**src/logic/ext_bus_pkg.sv**
```systemverilog
/*
 Package for the external memory bus controller: register addresses,
 reset values, field positions, mode codes and bus cycle counts.
 Assumes nothing beyond a SystemVerilog compiler.
*/
package ext_bus_pkg;
    // Register addresses on the internal special-register bus
    localparam logic [15:0] ADDR_BUS_TYPE = 16'hff8c;
    localparam logic [15:0] ADDR_EXPANSION = 16'hffc4;
    localparam logic [15:0] ADDR_WAIT_CTRL = 16'hffc7;
    // Reset values
    localparam logic [7:0] RST_BUS_TYPE = 8'h00;
    localparam logic [7:0] RST_EXPANSION = 8'h20;
    localparam logic [7:0] RST_WAIT_CTRL = 8'haa;
    // Field positions in the expansion control register
    localparam int FETCH_SPEED_POS = 7;
    localparam int ADDR_WAIT_POS = 5;
    localparam int SIZE_LSB = 0;
    // Writable bits of the expansion control register
    localparam logic [7:0] EXPANSION_MASK = 8'haf;
    // Expansion size codes
    localparam logic [3:0] SIZE_SINGLE = 4'h0;
    localparam logic [3:0] SIZE_256K = 4'h8;
    localparam logic [3:0] SIZE_1M = 4'h9;
    // Wait field codes
    localparam logic [1:0] WAIT_NONE = 2'h0;
    localparam logic [1:0] WAIT_ONE = 2'h1;
    localparam logic [1:0] WAIT_TWO = 2'h2;
    localparam logic [1:0] WAIT_PIN = 2'h3;
    // Base cycle length of an external access, in clocks
    localparam logic [2:0] BASE_CYCLES = 3'h3;
    // Address bits kept in 256 KB mode
    localparam logic [19:0] MASK_256K = 20'h3ffff;
    // Bus cycle phases
    typedef enum logic [2:0] {PH_IDLE, PH_ADDR, PH_AWAIT, PH_DATA, PH_PWAIT, PH_END}
        phase_t;
endpackage : ext_bus_pkg

```
**src/logic/pin_sync.sv**
```systemverilog
/*
 Two-flop synchroniser for pin inputs.
 Assumes the input is asynchronous to mclk.
*/
`timescale 1ns/1ps
`default_nettype none
module pin_sync #(
    parameter int W = 1
) (
    input wire logic mclk,
    input wire logic srst,
    input wire logic [W-1:0] d,
    output logic [W-1:0] q
);
    logic [W-1:0] meta_r;
    // First stage read only by second stage
    always_ff @(posedge mclk) begin
        if (srst) begin
            meta_r <= '1;
            q <= '1;
        end else begin
            meta_r <= d;
            q <= meta_r;
        end
    end
endmodule : pin_sync
`default_nettype wire

```
**src/logic/ext_bus_ctrl.sv**
```systemverilog
/*
 External memory bus controller: three control registers, pin role
 assignment for ports 4, 5, 6 and 8, and the external bus cycle sequencer.
 Assumes the CPU core issues one access at a time on the req/ack port and
 that pin buffers combine the _o/_oe/_i triples.
*/
// Contract
// Bus type bit 0 picks multiplexed bus, 1 picks separate buses.
// Multiplexed: port 4 address/data, port 5 middle, port 6 high, strobes on 6.
// Separate: port 4 data only, low address byte on port 8.
// Address strobe still driven on port 6 bit 7 in separate mode.
// Multiplexed mode leaves port 8 as general port pins.
// Wait pin is a plain port pin unless pin wait is selected.
// Expansion control register is 8 bits, resets to 20h.
// Fetch speed bit 1 makes internal fetch fast, ignoring waits.
// Address wait bit adds one clock to the address phase.
// Size 0000 single-chip, 1000 256 KB, 1001 1 MB, others prohibited.
// Bus type register only bit 0 kept, resets to 00h.
// Wait field 00/01/10 gives 3/4/5 cycles, 11 waits on pin low.
// Wait register resets to AAh, bits 7 to 2 ignored.
// Programmed waits apply everywhere except peripheral RAM area.
// Software must not use pin wait for internal ROM fetches.
// Except 1 MB mode, upper address bits are masked before output.
// External latch captures address on address strobe before data.
// Memory holds wait pin low until ready, then releases high.
`timescale 1ns/1ps
`default_nettype none
module ext_bus_ctrl (
    input wire logic mclk,
    input wire logic srst,
    // Special-register access
    input wire logic [15:0] reg_addr,
    input wire logic reg_wr,
    input wire logic reg_rd,
    input wire logic [7:0] reg_wdata,
    output logic [7:0] reg_rdata,
    output logic reg_hit,
    // CPU access request
    input wire logic acc_req,
    input wire logic acc_we,
    input wire logic acc_irom,
    input wire logic acc_pram,
    input wire logic [19:0] acc_addr,
    input wire logic [7:0] acc_wdata,
    output logic acc_ack,
    output logic [7:0] acc_rdata,
    // Port latches for pins in port role
    input wire logic [7:0] p4_port,
    input wire logic [7:0] p5_port,
    input wire logic [7:0] p6_port,
    input wire logic [7:0] p8_port,
    input wire logic [7:0] p4_port_oe,
    input wire logic [7:0] p5_port_oe,
    input wire logic [7:0] p6_port_oe,
    input wire logic [7:0] p8_port_oe,
    // Pins
    input wire logic [7:0] p4_i,
    input wire logic [7:0] p6_i,
    output logic [7:0] p4_o,
    output logic [7:0] p4_oe,
    output logic [7:0] p5_o,
    output logic [7:0] p5_oe,
    output logic [7:0] p6_o,
    output logic [7:0] p6_oe,
    output logic [7:0] p8_o,
    output logic [7:0] p8_oe,
    // Mode status
    output logic size_prohibited
);
    ////////////////////////////////////////////////////////////////////////
    // Registers
    logic bus_type_r;
    logic [7:0] expansion_r;
    logic [7:0] wait_ctrl_r;
    wire sel_bt = reg_addr == ext_bus_pkg::ADDR_BUS_TYPE;
    wire sel_ex = reg_addr == ext_bus_pkg::ADDR_EXPANSION;
    wire sel_wc = reg_addr == ext_bus_pkg::ADDR_WAIT_CTRL;
    assign reg_hit = sel_bt | sel_ex | sel_wc;

    // Register writes; unused bus type and expansion bits kept at zero, wait control bits 7 to 2 stored as written
    always_ff @(posedge mclk) begin
        if (srst) begin
            bus_type_r <= ext_bus_pkg::RST_BUS_TYPE[0];
            expansion_r <= ext_bus_pkg::RST_EXPANSION;
            wait_ctrl_r <= ext_bus_pkg::RST_WAIT_CTRL;
        end else if (reg_wr) begin
            if (sel_bt) bus_type_r <= reg_wdata[0];
            if (sel_ex) expansion_r <= reg_wdata & ext_bus_pkg::EXPANSION_MASK;
            if (sel_wc) wait_ctrl_r <= reg_wdata;
        end
    end

    // Read mux; unmapped addresses read zero
    always_ff @(posedge mclk) begin
        if (srst) begin
            reg_rdata <= 8'h00;
        end else if (reg_rd) begin
            reg_rdata <= sel_bt ? {7'h00, bus_type_r} :
                         sel_ex ? expansion_r :
                         sel_wc ? wait_ctrl_r : 8'h00;
        end
    end

    ////////////////////////////////////////////////////////////////////////
    // Mode decode
    wire separate = bus_type_r;
    wire fast_fetch = expansion_r[ext_bus_pkg::FETCH_SPEED_POS];
    wire addr_wait = expansion_r[ext_bus_pkg::ADDR_WAIT_POS];
    wire [3:0] size = expansion_r[ext_bus_pkg::SIZE_LSB +: 4];
    wire [1:0] wfield = wait_ctrl_r[1:0];
    wire mode_256k = size == ext_bus_pkg::SIZE_256K;
    wire mode_1m = size == ext_bus_pkg::SIZE_1M;
    // Prohibited codes behave as single-chip so no pin is taken
    wire expanded = mode_256k | mode_1m;
    assign size_prohibited = !expanded && size != ext_bus_pkg::SIZE_SINGLE;
    wire pin_wait = expanded && wfield == ext_bus_pkg::WAIT_PIN;

    ////////////////////////////////////////////////////////////////////////
    // Wait pin synchronised before any logic reads it
    logic wait_pin_s;
    pin_sync #(.W(1)) u_wait_sync (
        .mclk(mclk),
        .srst(srst),
        .d(p6_i[6]),
        .q(wait_pin_s)
    );
    logic [7:0] p4_s;
    pin_sync #(.W(8)) u_data_sync (
        .mclk(mclk),
        .srst(srst),
        .d(p4_i),
        .q(p4_s)
    );

    ////////////////////////////////////////////////////////////////////////
    // Bus cycle sequencer
    ext_bus_pkg::phase_t ph_r, ph_nxt;
    logic [1:0] wcnt_r, wcnt_nxt;
    logic [19:0] addr_r;
    logic we_r;
    logic [7:0] wdata_r;
    logic [1:0] nwait_r;
    logic pinw_r;
    logic rd_cap_r;
    // Fast internal fetch skips the bus and all waits
    wire fast_path = acc_irom && fast_fetch;
    // Peripheral RAM takes no programmed waits
    wire [1:0] prog_waits = (acc_pram || wfield == ext_bus_pkg::WAIT_PIN) ? 2'h0 : wfield;
    // Upper address masked except in 1 MB mode
    wire [19:0] out_addr = mode_1m ? acc_addr : (acc_addr & ext_bus_pkg::MASK_256K);

    // Phase sequencing: addr, optional address wait, data, waits, end
    always_comb begin
        ph_nxt = ph_r;
        wcnt_nxt = wcnt_r;
        case (ph_r)
            ext_bus_pkg::PH_IDLE: begin
                if (acc_req && !fast_path) ph_nxt = ext_bus_pkg::PH_ADDR;
            end
            ext_bus_pkg::PH_ADDR: begin
                ph_nxt = addr_wait ? ext_bus_pkg::PH_AWAIT : ext_bus_pkg::PH_DATA;
            end
            ext_bus_pkg::PH_AWAIT: ph_nxt = ext_bus_pkg::PH_DATA;
            ext_bus_pkg::PH_DATA: begin
                wcnt_nxt = 2'h0;
                if (nwait_r != 2'h0 || pinw_r) ph_nxt = ext_bus_pkg::PH_PWAIT;
                else ph_nxt = ext_bus_pkg::PH_END;
            end
            ext_bus_pkg::PH_PWAIT: begin
                // Saturates so a long pin wait never wraps back to zero
                if (wcnt_r != 2'h3) wcnt_nxt = wcnt_r + 2'h1;
                // Pin wait stretches while low; first synced sample predates the strobe
                if (pinw_r) begin
                    if (wcnt_r != 2'h0 && wait_pin_s) begin
                        ph_nxt = ext_bus_pkg::PH_END;
                    end
                end else if (wcnt_nxt == nwait_r) begin
                    ph_nxt = ext_bus_pkg::PH_END;
                end
            end
            ext_bus_pkg::PH_END: ph_nxt = ext_bus_pkg::PH_IDLE;
            default: ph_nxt = ext_bus_pkg::PH_IDLE;
        endcase
    end

    // Phase state and captured request
    always_ff @(posedge mclk) begin
        if (srst) begin
            ph_r <= ext_bus_pkg::PH_IDLE;
            wcnt_r <= 2'h0;
            addr_r <= 20'h00000;
            we_r <= 1'b0;
            wdata_r <= 8'h00;
            nwait_r <= 2'h0;
            pinw_r <= 1'b0;
        end else begin
            ph_r <= ph_nxt;
            wcnt_r <= wcnt_nxt;
            if (ph_r == ext_bus_pkg::PH_IDLE && acc_req) begin
                addr_r <= out_addr;
                we_r <= acc_we;
                wdata_r <= acc_wdata;
                nwait_r <= prog_waits;
                pinw_r <= pin_wait && !acc_pram;
            end
        end
    end

    // Read data taken a clock after the cycle closes: the synchroniser
    // lags two clocks, so this is the last sample under the read strobe
    always_ff @(posedge mclk) begin
        if (srst) begin
            rd_cap_r <= 1'b0;
            acc_rdata <= 8'h00;
        end else begin
            rd_cap_r <= ph_r == ext_bus_pkg::PH_END && !we_r;
            if (rd_cap_r) acc_rdata <= p4_s;
        end
    end

    assign acc_ack = (ph_r == ext_bus_pkg::PH_END) ||
                     (ph_r == ext_bus_pkg::PH_IDLE && acc_req && fast_path);

    ////////////////////////////////////////////////////////////////////////
    // Strobes and pin roles
    wire in_addr = ph_r == ext_bus_pkg::PH_ADDR || ph_r == ext_bus_pkg::PH_AWAIT;
    wire in_data = ph_r == ext_bus_pkg::PH_DATA || ph_r == ext_bus_pkg::PH_PWAIT;
    wire address_strobe = ph_r == ext_bus_pkg::PH_ADDR;
    wire rd_n = !(in_data && !we_r);
    wire wr_n = !(in_data && we_r);
    wire [7:0] bus_p4 = (in_addr && !separate) ? addr_r[7:0] : wdata_r;
    wire bus_p4_oe = (in_addr && !separate) || (in_data && we_r);
    wire [3:0] hi_lines = mode_1m ? 4'hf : 4'h3;
    wire [7:0] p6_bus = {address_strobe, 1'b1, wr_n, rd_n, addr_r[19:16]};
    // Port 6 bus roles: high lines, RD, WR, ADDRESS_STROBE; wait pin only when pin wait
    wire [7:0] p6_role = expanded ? {2'b10, 2'b11, hi_lines} : 8'h00;
    wire p8_addr = expanded && separate;

    assign p4_o = expanded ? bus_p4 : p4_port;
    assign p4_oe = expanded ? {8{bus_p4_oe}} : p4_port_oe;
    assign p5_o = expanded ? addr_r[15:8] : p5_port;
    assign p5_oe = expanded ? 8'hff : p5_port_oe;
    assign p6_o = (p6_role & p6_bus) | (~p6_role & p6_port);
    assign p6_oe = p6_role | (~p6_role & p6_port_oe & {1'b1, ~pin_wait, 6'h3f});
    assign p8_o = p8_addr ? addr_r[7:0] : p8_port;
    assign p8_oe = p8_addr ? 8'hff : p8_port_oe;

    ////////////////////////////////////////////////////////////////////////
    // Checks
    // Reset checked one clock on, once the registers have taken it
    AST_RESET_VALUES: assert property (@(posedge mclk)
        srst |=> expansion_r == ext_bus_pkg::RST_EXPANSION
        && wait_ctrl_r == ext_bus_pkg::RST_WAIT_CTRL && !bus_type_r)
        else $error("reset values wrong");
    AST_BT_ZERO: assert property (@(posedge mclk) disable iff (srst)
        reg_rd && sel_bt |=> reg_rdata[7:1] == 7'h00)
        else $error("bus type upper bits not zero");
    AST_P8_PORT: assert property (@(posedge mclk) disable iff (srst)
        !separate |-> p8_o == p8_port && p8_oe == p8_port_oe)
        else $error("port 8 taken in multiplexed mode");
    AST_MASK: assert property (@(posedge mclk) disable iff (srst)
        ph_r != ext_bus_pkg::PH_IDLE && !mode_1m |-> addr_r[19:18] == 2'b00)
        else $error("address not masked");
    AST_FAST: assert property (@(posedge mclk) disable iff (srst)
        ph_r == ext_bus_pkg::PH_IDLE && acc_req && acc_irom && fast_fetch |-> acc_ack)
        else $error("fast fetch not immediate");
    // Request edge, then address, data, two waits, end: ack five clocks on
    AST_CYCLE_LEN: assert property (@(posedge mclk) disable iff (srst)
        ph_r == ext_bus_pkg::PH_IDLE && acc_req && !fast_path && !addr_wait
        && prog_waits == 2'h2 && !pin_wait |-> ##5 acc_ack)
        else $error("two-wait cycle not five clocks");
    AST_ADDR_WAIT: assert property (@(posedge mclk) disable iff (srst)
        ph_r == ext_bus_pkg::PH_ADDR && addr_wait |=> ph_r == ext_bus_pkg::PH_AWAIT)
        else $error("address wait missing");
    AST_ADDRESS_STROBE_SEP: assert property (@(posedge mclk) disable iff (srst)
        expanded && separate && address_strobe |-> p6_o[7] && p6_oe[7])
        else $error("strobe not driven in separate mode");
    AST_SINGLE: assert property (@(posedge mclk) disable iff (srst)
        !expanded |-> p5_o == p5_port && p6_o == p6_port)
        else $error("pins taken in single-chip mode");
    COV_MUX: cover property (@(posedge mclk) address_strobe && !separate && expanded);
    COV_SEP: cover property (@(posedge mclk) address_strobe && separate && expanded);
    COV_PINW: cover property (@(posedge mclk) ph_r == ext_bus_pkg::PH_PWAIT && pinw_r);
endmodule : ext_bus_ctrl
`default_nettype wire

```
**config.mk**
```make
export PLATFORM = sky130hd
export DESIGN_NAME = ext_bus_ctrl
export DESIGN_NICKNAME = d
export VERILOG_FILES = /design/src/logic/ext_bus_pkg.sv /design/src/logic/pin_sync.sv /design/src/logic/ext_bus_ctrl.sv
export SDC_FILE = /design/constraint.sdc
export NUM_CORES = 1
export LEC_CHECK = 0
export BUFFER_PORTS_ARGS = -buffer_cell sky130_fd_sc_hd__buf_2
export CAP_MARGIN = 20
export CORE_MARGIN = 8
export CORE_UTILIZATION = 48
export CTS_CLUSTER_DIAMETER = 120
export DETAILED_ROUTE_END_ITERATION = 10
export GPL_ROUTABILITY_DRIVEN = 0
export HOLD_SLACK_MARGIN = 0.05
export PLACE_DENSITY = 0.95
export SYNTH_ARGS = -nofsm -noshare
export SYNTH_HDL_FRONTEND = slang
export SYNTH_SLANG_ARGS = --single-unit
```
**constraint.sdc**
```tcl
create_clock -name mclk -period 3.8 [get_ports mclk]
set_clock_uncertainty 0.05 [all_clocks]
set_input_delay 0.19 -clock mclk [delete_from_list [all_inputs] [get_ports mclk]]
set_output_delay 0.19 -clock mclk [all_outputs]
set_load 0.03 [all_outputs]
```
==> impl_metrics.toml, run 1 <==
[cells_and_area]
area_growth_pct = 42.4
fin_nets = 883
final_util_pct = 70.6
drive_above_1_share_pct = 39.0

[run_status]
status = "complete, no violations"

[placed_design]
dp_hpwl_mm = 9.96
portBuffers = 213
post-place-ws_ns = 1.60

[sta]
slew_violations = 0
rsz0062_at_grt = "false"
hold_violations = 0
fin_tns_setup_ns = 0
min_period_ns = 2.59
tightest_slew_ns = 0.773
clock.fmax_mhz = 386
setup_violations = 0
slew_headroom_pct = 48.5
setup_ws_ns = 1.21
timing.final.crit_share_pct = 68.2

[die]
rows = 33
io-pin-count = 223
initial_core_util_pct = 49.6
die_y_um = 108
fp.dieArea_um2 = 11700
core_area_um2 = 8220
die_w_um = 108

[drt]
wl_per_cell_um = 16.3
final_antenna_net_count = 0
first_pass_iters = 5
drcViolationCount = 0
vias_per_cell = 5.29
wl_mm = 14.0
vias = 4520
drt_iter0_markers = 289

[clocking]
insertion_delay_ns = 0.36
clock_tree.root_cell = "clkbuf_8"
cts_resized = 0
clock_path_buffers = 2
cts_made_buffers = 9
clock_sinks = 87
path_clk_slew_ns = 0.09
cts_max_level = 3
cts_tree = "built"
post-cts-setup-buffers = 0

[critical_path]
start_kind = "flip-flop"
worstPathArrival_ns = 2.35
endpoint_kind = "output pin"
crit_type = "flip-flop to output pin"
crit_fanout = 11
worst_ep_required_time_ns = 3.56

[logic_synthesis]
async_flop_share_pct = 0
synth.yosys.seq_area_share_pct = 42.8
synthTopCellsByCount = "nand2_1 (113), dfxtp_1 (87), a21oi_1 (50), or2_2 (40), nor2_1 (29)"
synth_area_leader_cell = "dfxtp_1"
synth_edf_count = 0
netlist_top_cells_area = "dfxtp_1 (43%), nand2_1 (10%), a21oi_1 (6.1%)"
synthFlopType = "dfxtp_1"
postSynthAreaPerCell_um2 = 8.07
ys_ff_latch = 87
synth_cell_types = 53
synth_cells = 505
yosysMostFrequentCell = "nand2_1"
synth_area_um2 = 4070
netlist.area_leader.share_pct = 42.8
ys.warnings.count = 0
syn-num-nets = 645

[global_route]
grt-ovfl-total = 0
grt_pass1_wl_mm = 21.5
grt_max_degree = 47
antenna_found_initial = 0
grt_pass1_vias = 4659
grt_usage_pct = 22.6

[pwr]
power_w = 0.00221
power.density_nw_per_um2 = 381
ir_drop_mv = 0.274
p_leak_nw = 2.69

[min_path]
min_path_type = "primary input to flip-flop"

[flow_run]
maxCapViolCount = 0
cells in the final DEF (no fill, tap or decap), types with 2 or more instances in the layout:
master | Yosys | routed
nand2b_1 | 5 | 5
diode_2 | 0 | 2
inv_1 | 2 | 2
nand3b_1 | 6 | 6
o21ai_0 | 25 | 25
and2_1 | 4 | 4
o31ai_1 | 6 | 6
nand2_1 | 113 | 113
inv_6 | 0 | 3
a21o_1 | 9 | 9
a21oi_1 | 50 | 50
buf_4 | 1 | 4
nor3_1 | 2 | 2
o21ai_1 | 3 | 3
nor2_1 | 29 | 29
dfxtp_1 | 87 | 87
or2_2 | 40 | 40
nor3b_1 | 2 | 2
and3_1 | 2 | 2
clkbuf_8 | 0 | 9
a21boi_0 | 2 | 2
nand4_1 | 4 | 4
and4_1 | 3 | 3
buf_2 | 10 | 213
a22oi_1 | 4 | 4
mux2_2 | 10 | 10
mux2i_1 | 16 | 16
nand3_1 | 19 | 19
or3_1 | 2 | 2
dlygate4sd3_1 | 0 | 45
and4b_1 | 3 | 3
flip-flops by register name, summed over array words and instances (netlist names), 2 cells and up:
| signal | flops |
|---|---|
| u_data_sync.q | 8 |
| expansion_r | 6 |
| ph_r | 3 |
| wcnt_r | 2 |
| wdata_r | 8 |
| reg_rdata | 8 |
| addr_r | 20 |
| nwait_r | 2 |
| wait_ctrl_r | 8 |
| acc_rdata | 8 |
| u_data_sync.meta_r | 8 |
path summary, 6_finish.rpt:
path,cells past startpoint,start,end,slack (ns)
min reg2reg,1,u_data_sync.meta_r[0]$_SDFF_PP1_,u_data_sync.q[0]$_SDFF_PP1_,0.36
max reg2reg,4,ph_r[2]$_SDFFE_PP0P_,nwait_r[1]$_SDFFE_PP0P_,1.72
min,3,reg_wdata[7],wait_ctrl_r[7]$_SDFFE_PP1P_,0.08
max,5,ph_r[0]$_SDFFE_PP0P_,p4_oe[2],1.21
power breakdown:
part | total [W] | internal [W] | switching, W
registers | 0.00103 | 0.000968 | 0.0000579
logic | 0.000530 | 0.000232 | 0.000299
clock network | 0.000652 | 0.000311 | 0.000342
area by class of cell:
| type | count | area [um2] |
|---|---|---|
| timing repair buffer | 262 | 1550 |
| clock inverter | 7 | 77.6 |
| multi-input combinational | 381 | 2170 |
| antenna | 2 | 5.00 |
| fill | 639 | 2410 |
| tap | 105 | 131 |
| clock buffer | 9 | 124 |
| inverter | 2 | 7.51 |
| sequential | 87 | 1740 |
logic make-up after synthesis:
logic type / count (synthesis) / share of synthesized area [%]
muxes: 26 / 6.70
DFF: 87 / 42.8
and+or+nand+nor: 249 / 31.2
xor gates and xnor gates: 1 / 0.215
buffers and inverters: 37 / 4.21
AOI/OAI and AO/OA: 105 / 15.0
worst max-delay path, cell delays in order, from the launching register on:
cell	delay, ns
dfxtp_1	0.62
xor2_1	0.25
or3b_1	0.52
a21oi_4	0.29
a21o_1	0.13
buf_2	0.19
metrics by stage:
stage	instance area [um2]	hold slack, ns	std cells
final	5800	0.0762	855
after global routing	5800	0.0688	853
after CTS	5800	0.0600	853
after detailed placement	5150	0.324	792
after global placement	5150	0.325	792
after floorplan	4070	0.244	505
what timing repair did:
action | in CTS | in global routing
endpoints found under the hold margin | 46 | 0
hold buffers | 45 | 0
endpoints found under the setup margin | 0 | 0
routing by layer:
layer	up-vias	wire length (um)	GRT usage, %
met2	210	7430	41.5
met1	2083	5150	23.3
met4	0	415	11.5
met3	39	975	5.59
met5	-	0	0
li1	2188	-	-
Power figures use the tool's default switching activity.
==> run 2: changes to the inputs <==
--- a/config.mk
+++ b/config.mk
@@ -5,15 +5,16 @@
 export SDC_FILE = /design/constraint.sdc
 export NUM_CORES = 1
 export LEC_CHECK = 0
+export ABC_AREA = 1
 export BUFFER_PORTS_ARGS = -buffer_cell sky130_fd_sc_hd__buf_2
 export CAP_MARGIN = 20
 export CORE_MARGIN = 8
-export CORE_UTILIZATION = 48
+export CORE_UTILIZATION = 40
 export CTS_CLUSTER_DIAMETER = 120
 export DETAILED_ROUTE_END_ITERATION = 10
 export GPL_ROUTABILITY_DRIVEN = 0
 export HOLD_SLACK_MARGIN = 0.05
-export PLACE_DENSITY = 0.95
+export PLACE_DENSITY = 0.88
 export SYNTH_ARGS = -nofsm -noshare
 export SYNTH_HDL_FRONTEND = slang
 export SYNTH_SLANG_ARGS = --single-unit
==> constraint.sdc (replaced) <==
create_clock -name mclk -period 2.15 [get_ports mclk]
set_clock_uncertainty 0.05 [all_clocks]
set_input_delay 0.1075 -clock mclk [delete_from_list [all_inputs] [get_ports mclk]]
set_output_delay 0.1075 -clock mclk [all_outputs]
set_load 0.03 [all_outputs]
==> run 2 against run 1 <==
Synthesized cell count rose by 11%. Largest cell class unchanged. Final cell count rose by 12%. Power rose by 69%. Critical endpoint is now p8_o[0]. Via count fell by 0.38%.
==> impl_metrics.toml, run 2 <==
[cells_and_area]
fin_nets = 953
final_area_um2 = 5930
drive_above_1_share_pct = 35.8
top_register = "addr_r"
area_growth_pct = 45.5
final_common_cell = "buf_2"
final_cell_mix = "buf_2 (213), nand2_1 (105), dfxtp_1 (87)"
largest_reg_flops = 20
final_cells = 955

[logic_synthesis]
async_flop_share_pct = 0
postSynthAreaPerCell_um2 = 7.25
netlist_top_cells_area = "dfxtp_1 (43%), nand2_1 (9.7%), o21ai_0 (8.4%)"
synth_edf_count = 0
synth_area_um2 = 4070
synth_cells = 562
syn-num-nets = 702
yosysMostFrequentCell = "nand2_1"
ys.warnings.count = 0
netlist.area_leader.share_pct = 42.8
synth_area_leader_cell = "dfxtp_1"
synthFlopType = "dfxtp_1"
synth.yosys.seq_area_share_pct = 42.8
synthTopCellsByCount = "nand2_1 (105), dfxtp_1 (87), o21ai_0 (68), inv_1 (66), a21oi_1 (57)"
synth_cell_types = 33
ys_ff_latch = 87

[placed_design]
dp_hpwl_mm = 9.52
portBuffers = 213
post-place-ws_ns = 0.397
post_dp_cell_area_um2 = 5180
place_inst = 888

[clocking]
clock_path_buffers = 2
cts_tree = "built"
cts_max_level = 3
clock_sinks = 87
cts_made_buffers = 9
clock_tree.root_cell = "clkbuf_8"
path_clk_slew_ns = 0.08
insertion_delay_ns = 0.34

[drt]
wl_mm = 13.2
vias = 4503
vias_per_cell = 4.72
first_pass_iters = 5
drcViolationCount = 0
wl_per_cell_um = 13.8
final_antenna_net_count = 0
drt_iter0_markers = 186

[critical_path]
worstPathArrival_ns = 1.81
crit_type = "flip-flop to output pin"
cp_cell_sequence = "nor2_1 > nand2_1 > clkinv_2 > nand2_8 > o21ai_0 > buf_2"
start_kind = "flip-flop"
max_stage_delay_ns = 0.31
slowest_stage = "dfxtp_1"
endpoint_kind = "output pin"
critPathBufInv = 2
cp_top_family = "buffers and inverters"
crit_start = "expansion_r[1]$_SDFFE_PP0P_"
crit_fanout = 24
worst_ep_required_time_ns = 1.99
r2r_start = "ph_r[0]$_SDFFE_PP0P_"

[sta]
clock.fmax_mhz = 509
setup_ws_ns = 0.184
tightest_slew_ns = 0.554
slew_headroom_pct = 63.1
whs_ns = 0.115
min_period_ns = 1.97
rsz0062_at_grt = "true"
timing.final.crit_share_pct = 91.5
slew_violations = 0
hold_violations = 0
setup_violations = 0

[global_route]
grt_pass1_vias = 4308
grt_max_degree = 64
antenna_found_initial = 0
grt_pass1_wl_mm = 20.6
grt_usage_pct = 18.9
grt-ovfl-total = 0

[die]
die_w_um = 117
rows = 37
io-pin-count = 223
die_y_um = 117
fp.dieArea_um2 = 13700
core_area_um2 = 10100
initial_core_util_pct = 40.4

[pwr]
power_w = 0.00374
ir_drop_mv = 0.501
power.density_nw_per_um2 = 630
p_leak_nw = 2.94

[run_status]
status = "complete, no violations"

[flow_run]
maxCapViolCount = 0

[min_path]
min_path_type = "primary input to flip-flop"
min_from = "acc_req"
## run 2: path summary, 6_finish.rpt
check,to,slack (ns),cells past startpoint
min reg2reg,u_data_sync.q[3]$_SDFF_PP1_,0.36,1
min,ph_r[0]$_SDFFE_PP0P_,0.12,5
max,p8_o[0],0.18,6
max reg2reg,addr_r[18]$_SDFFE_PP0P_,0.47,8
## run 2: report_power, final
group,switching (W),internal [W],total (W)
logic,0.000493,0.000324,0.000817
clock network,0.000582,0.000575,0.00116
registers,0.0000460,0.00172,0.00176
total,0.00112,0.00261,0.00374
## run 2: repair_timing
item                                    4_1_cts  5_1_grt
pin swaps                                     0        0
cloned                                        0        0
buffers inserted                              0        0
hold buffers                                 50        0
endpoints found under the hold margin        62        0
resized for setup                             1        6
endpoints found under the setup margin        1       23
## run 2: worst reg2reg max path, stage by stage, from the launching register on
cell and delay, ns:
dfxtp_1 0.42, nor2_4 0.08, inv_4 0.09, nor2_4 0.04, nand2_4 0.06, buf_4 0.45
nor2_1 0.16, a22oi_1 0.16, nor2_1 0.06
## run 2: final cells by class
cell class | count | area, um2
antenna | 1 | 2.50
tap | 136 | 170
multi-input combinational | 378 | 1930
clock buffer | 10 | 138
fill | 941 | 4170
sequential | 87 | 1740
timing repair buffer | 268 | 1610
inverter | 69 | 263
clock inverter | 6 | 68.8
## run 2: stage by stage
stage / setup TNS, ns / utilization, %
5_1_grt: -0.00520 / 58.7
2_1_floorplan: 0 / -
3_3_place_gp: 0 / 51.4
6_report: 0 / 58.7
3_5_place_dp: 0 / 51.4
4_1_cts: 0 / 58.4
## run 2: cell families after synthesis
| group | after synthesis | synth area share (%) |
|---|---|---|
| simple gates | 229 | 26.9 |
| flops | 87 | 42.8 |
| mux | 2 | 0.553 |
| buf+inv | 97 | 10.4 |
| compound gates | 147 | 19.3 |
## run 2: metal layers
layer  track usage (%)  share of wire [%]  up-vias
li1                  -                  -     2315
met1              21.7                 40     2005
met2              32.9                 51      157
met3              4.77                7.2       26
met4              7.59                2.6        0
met5                 0                  0        -
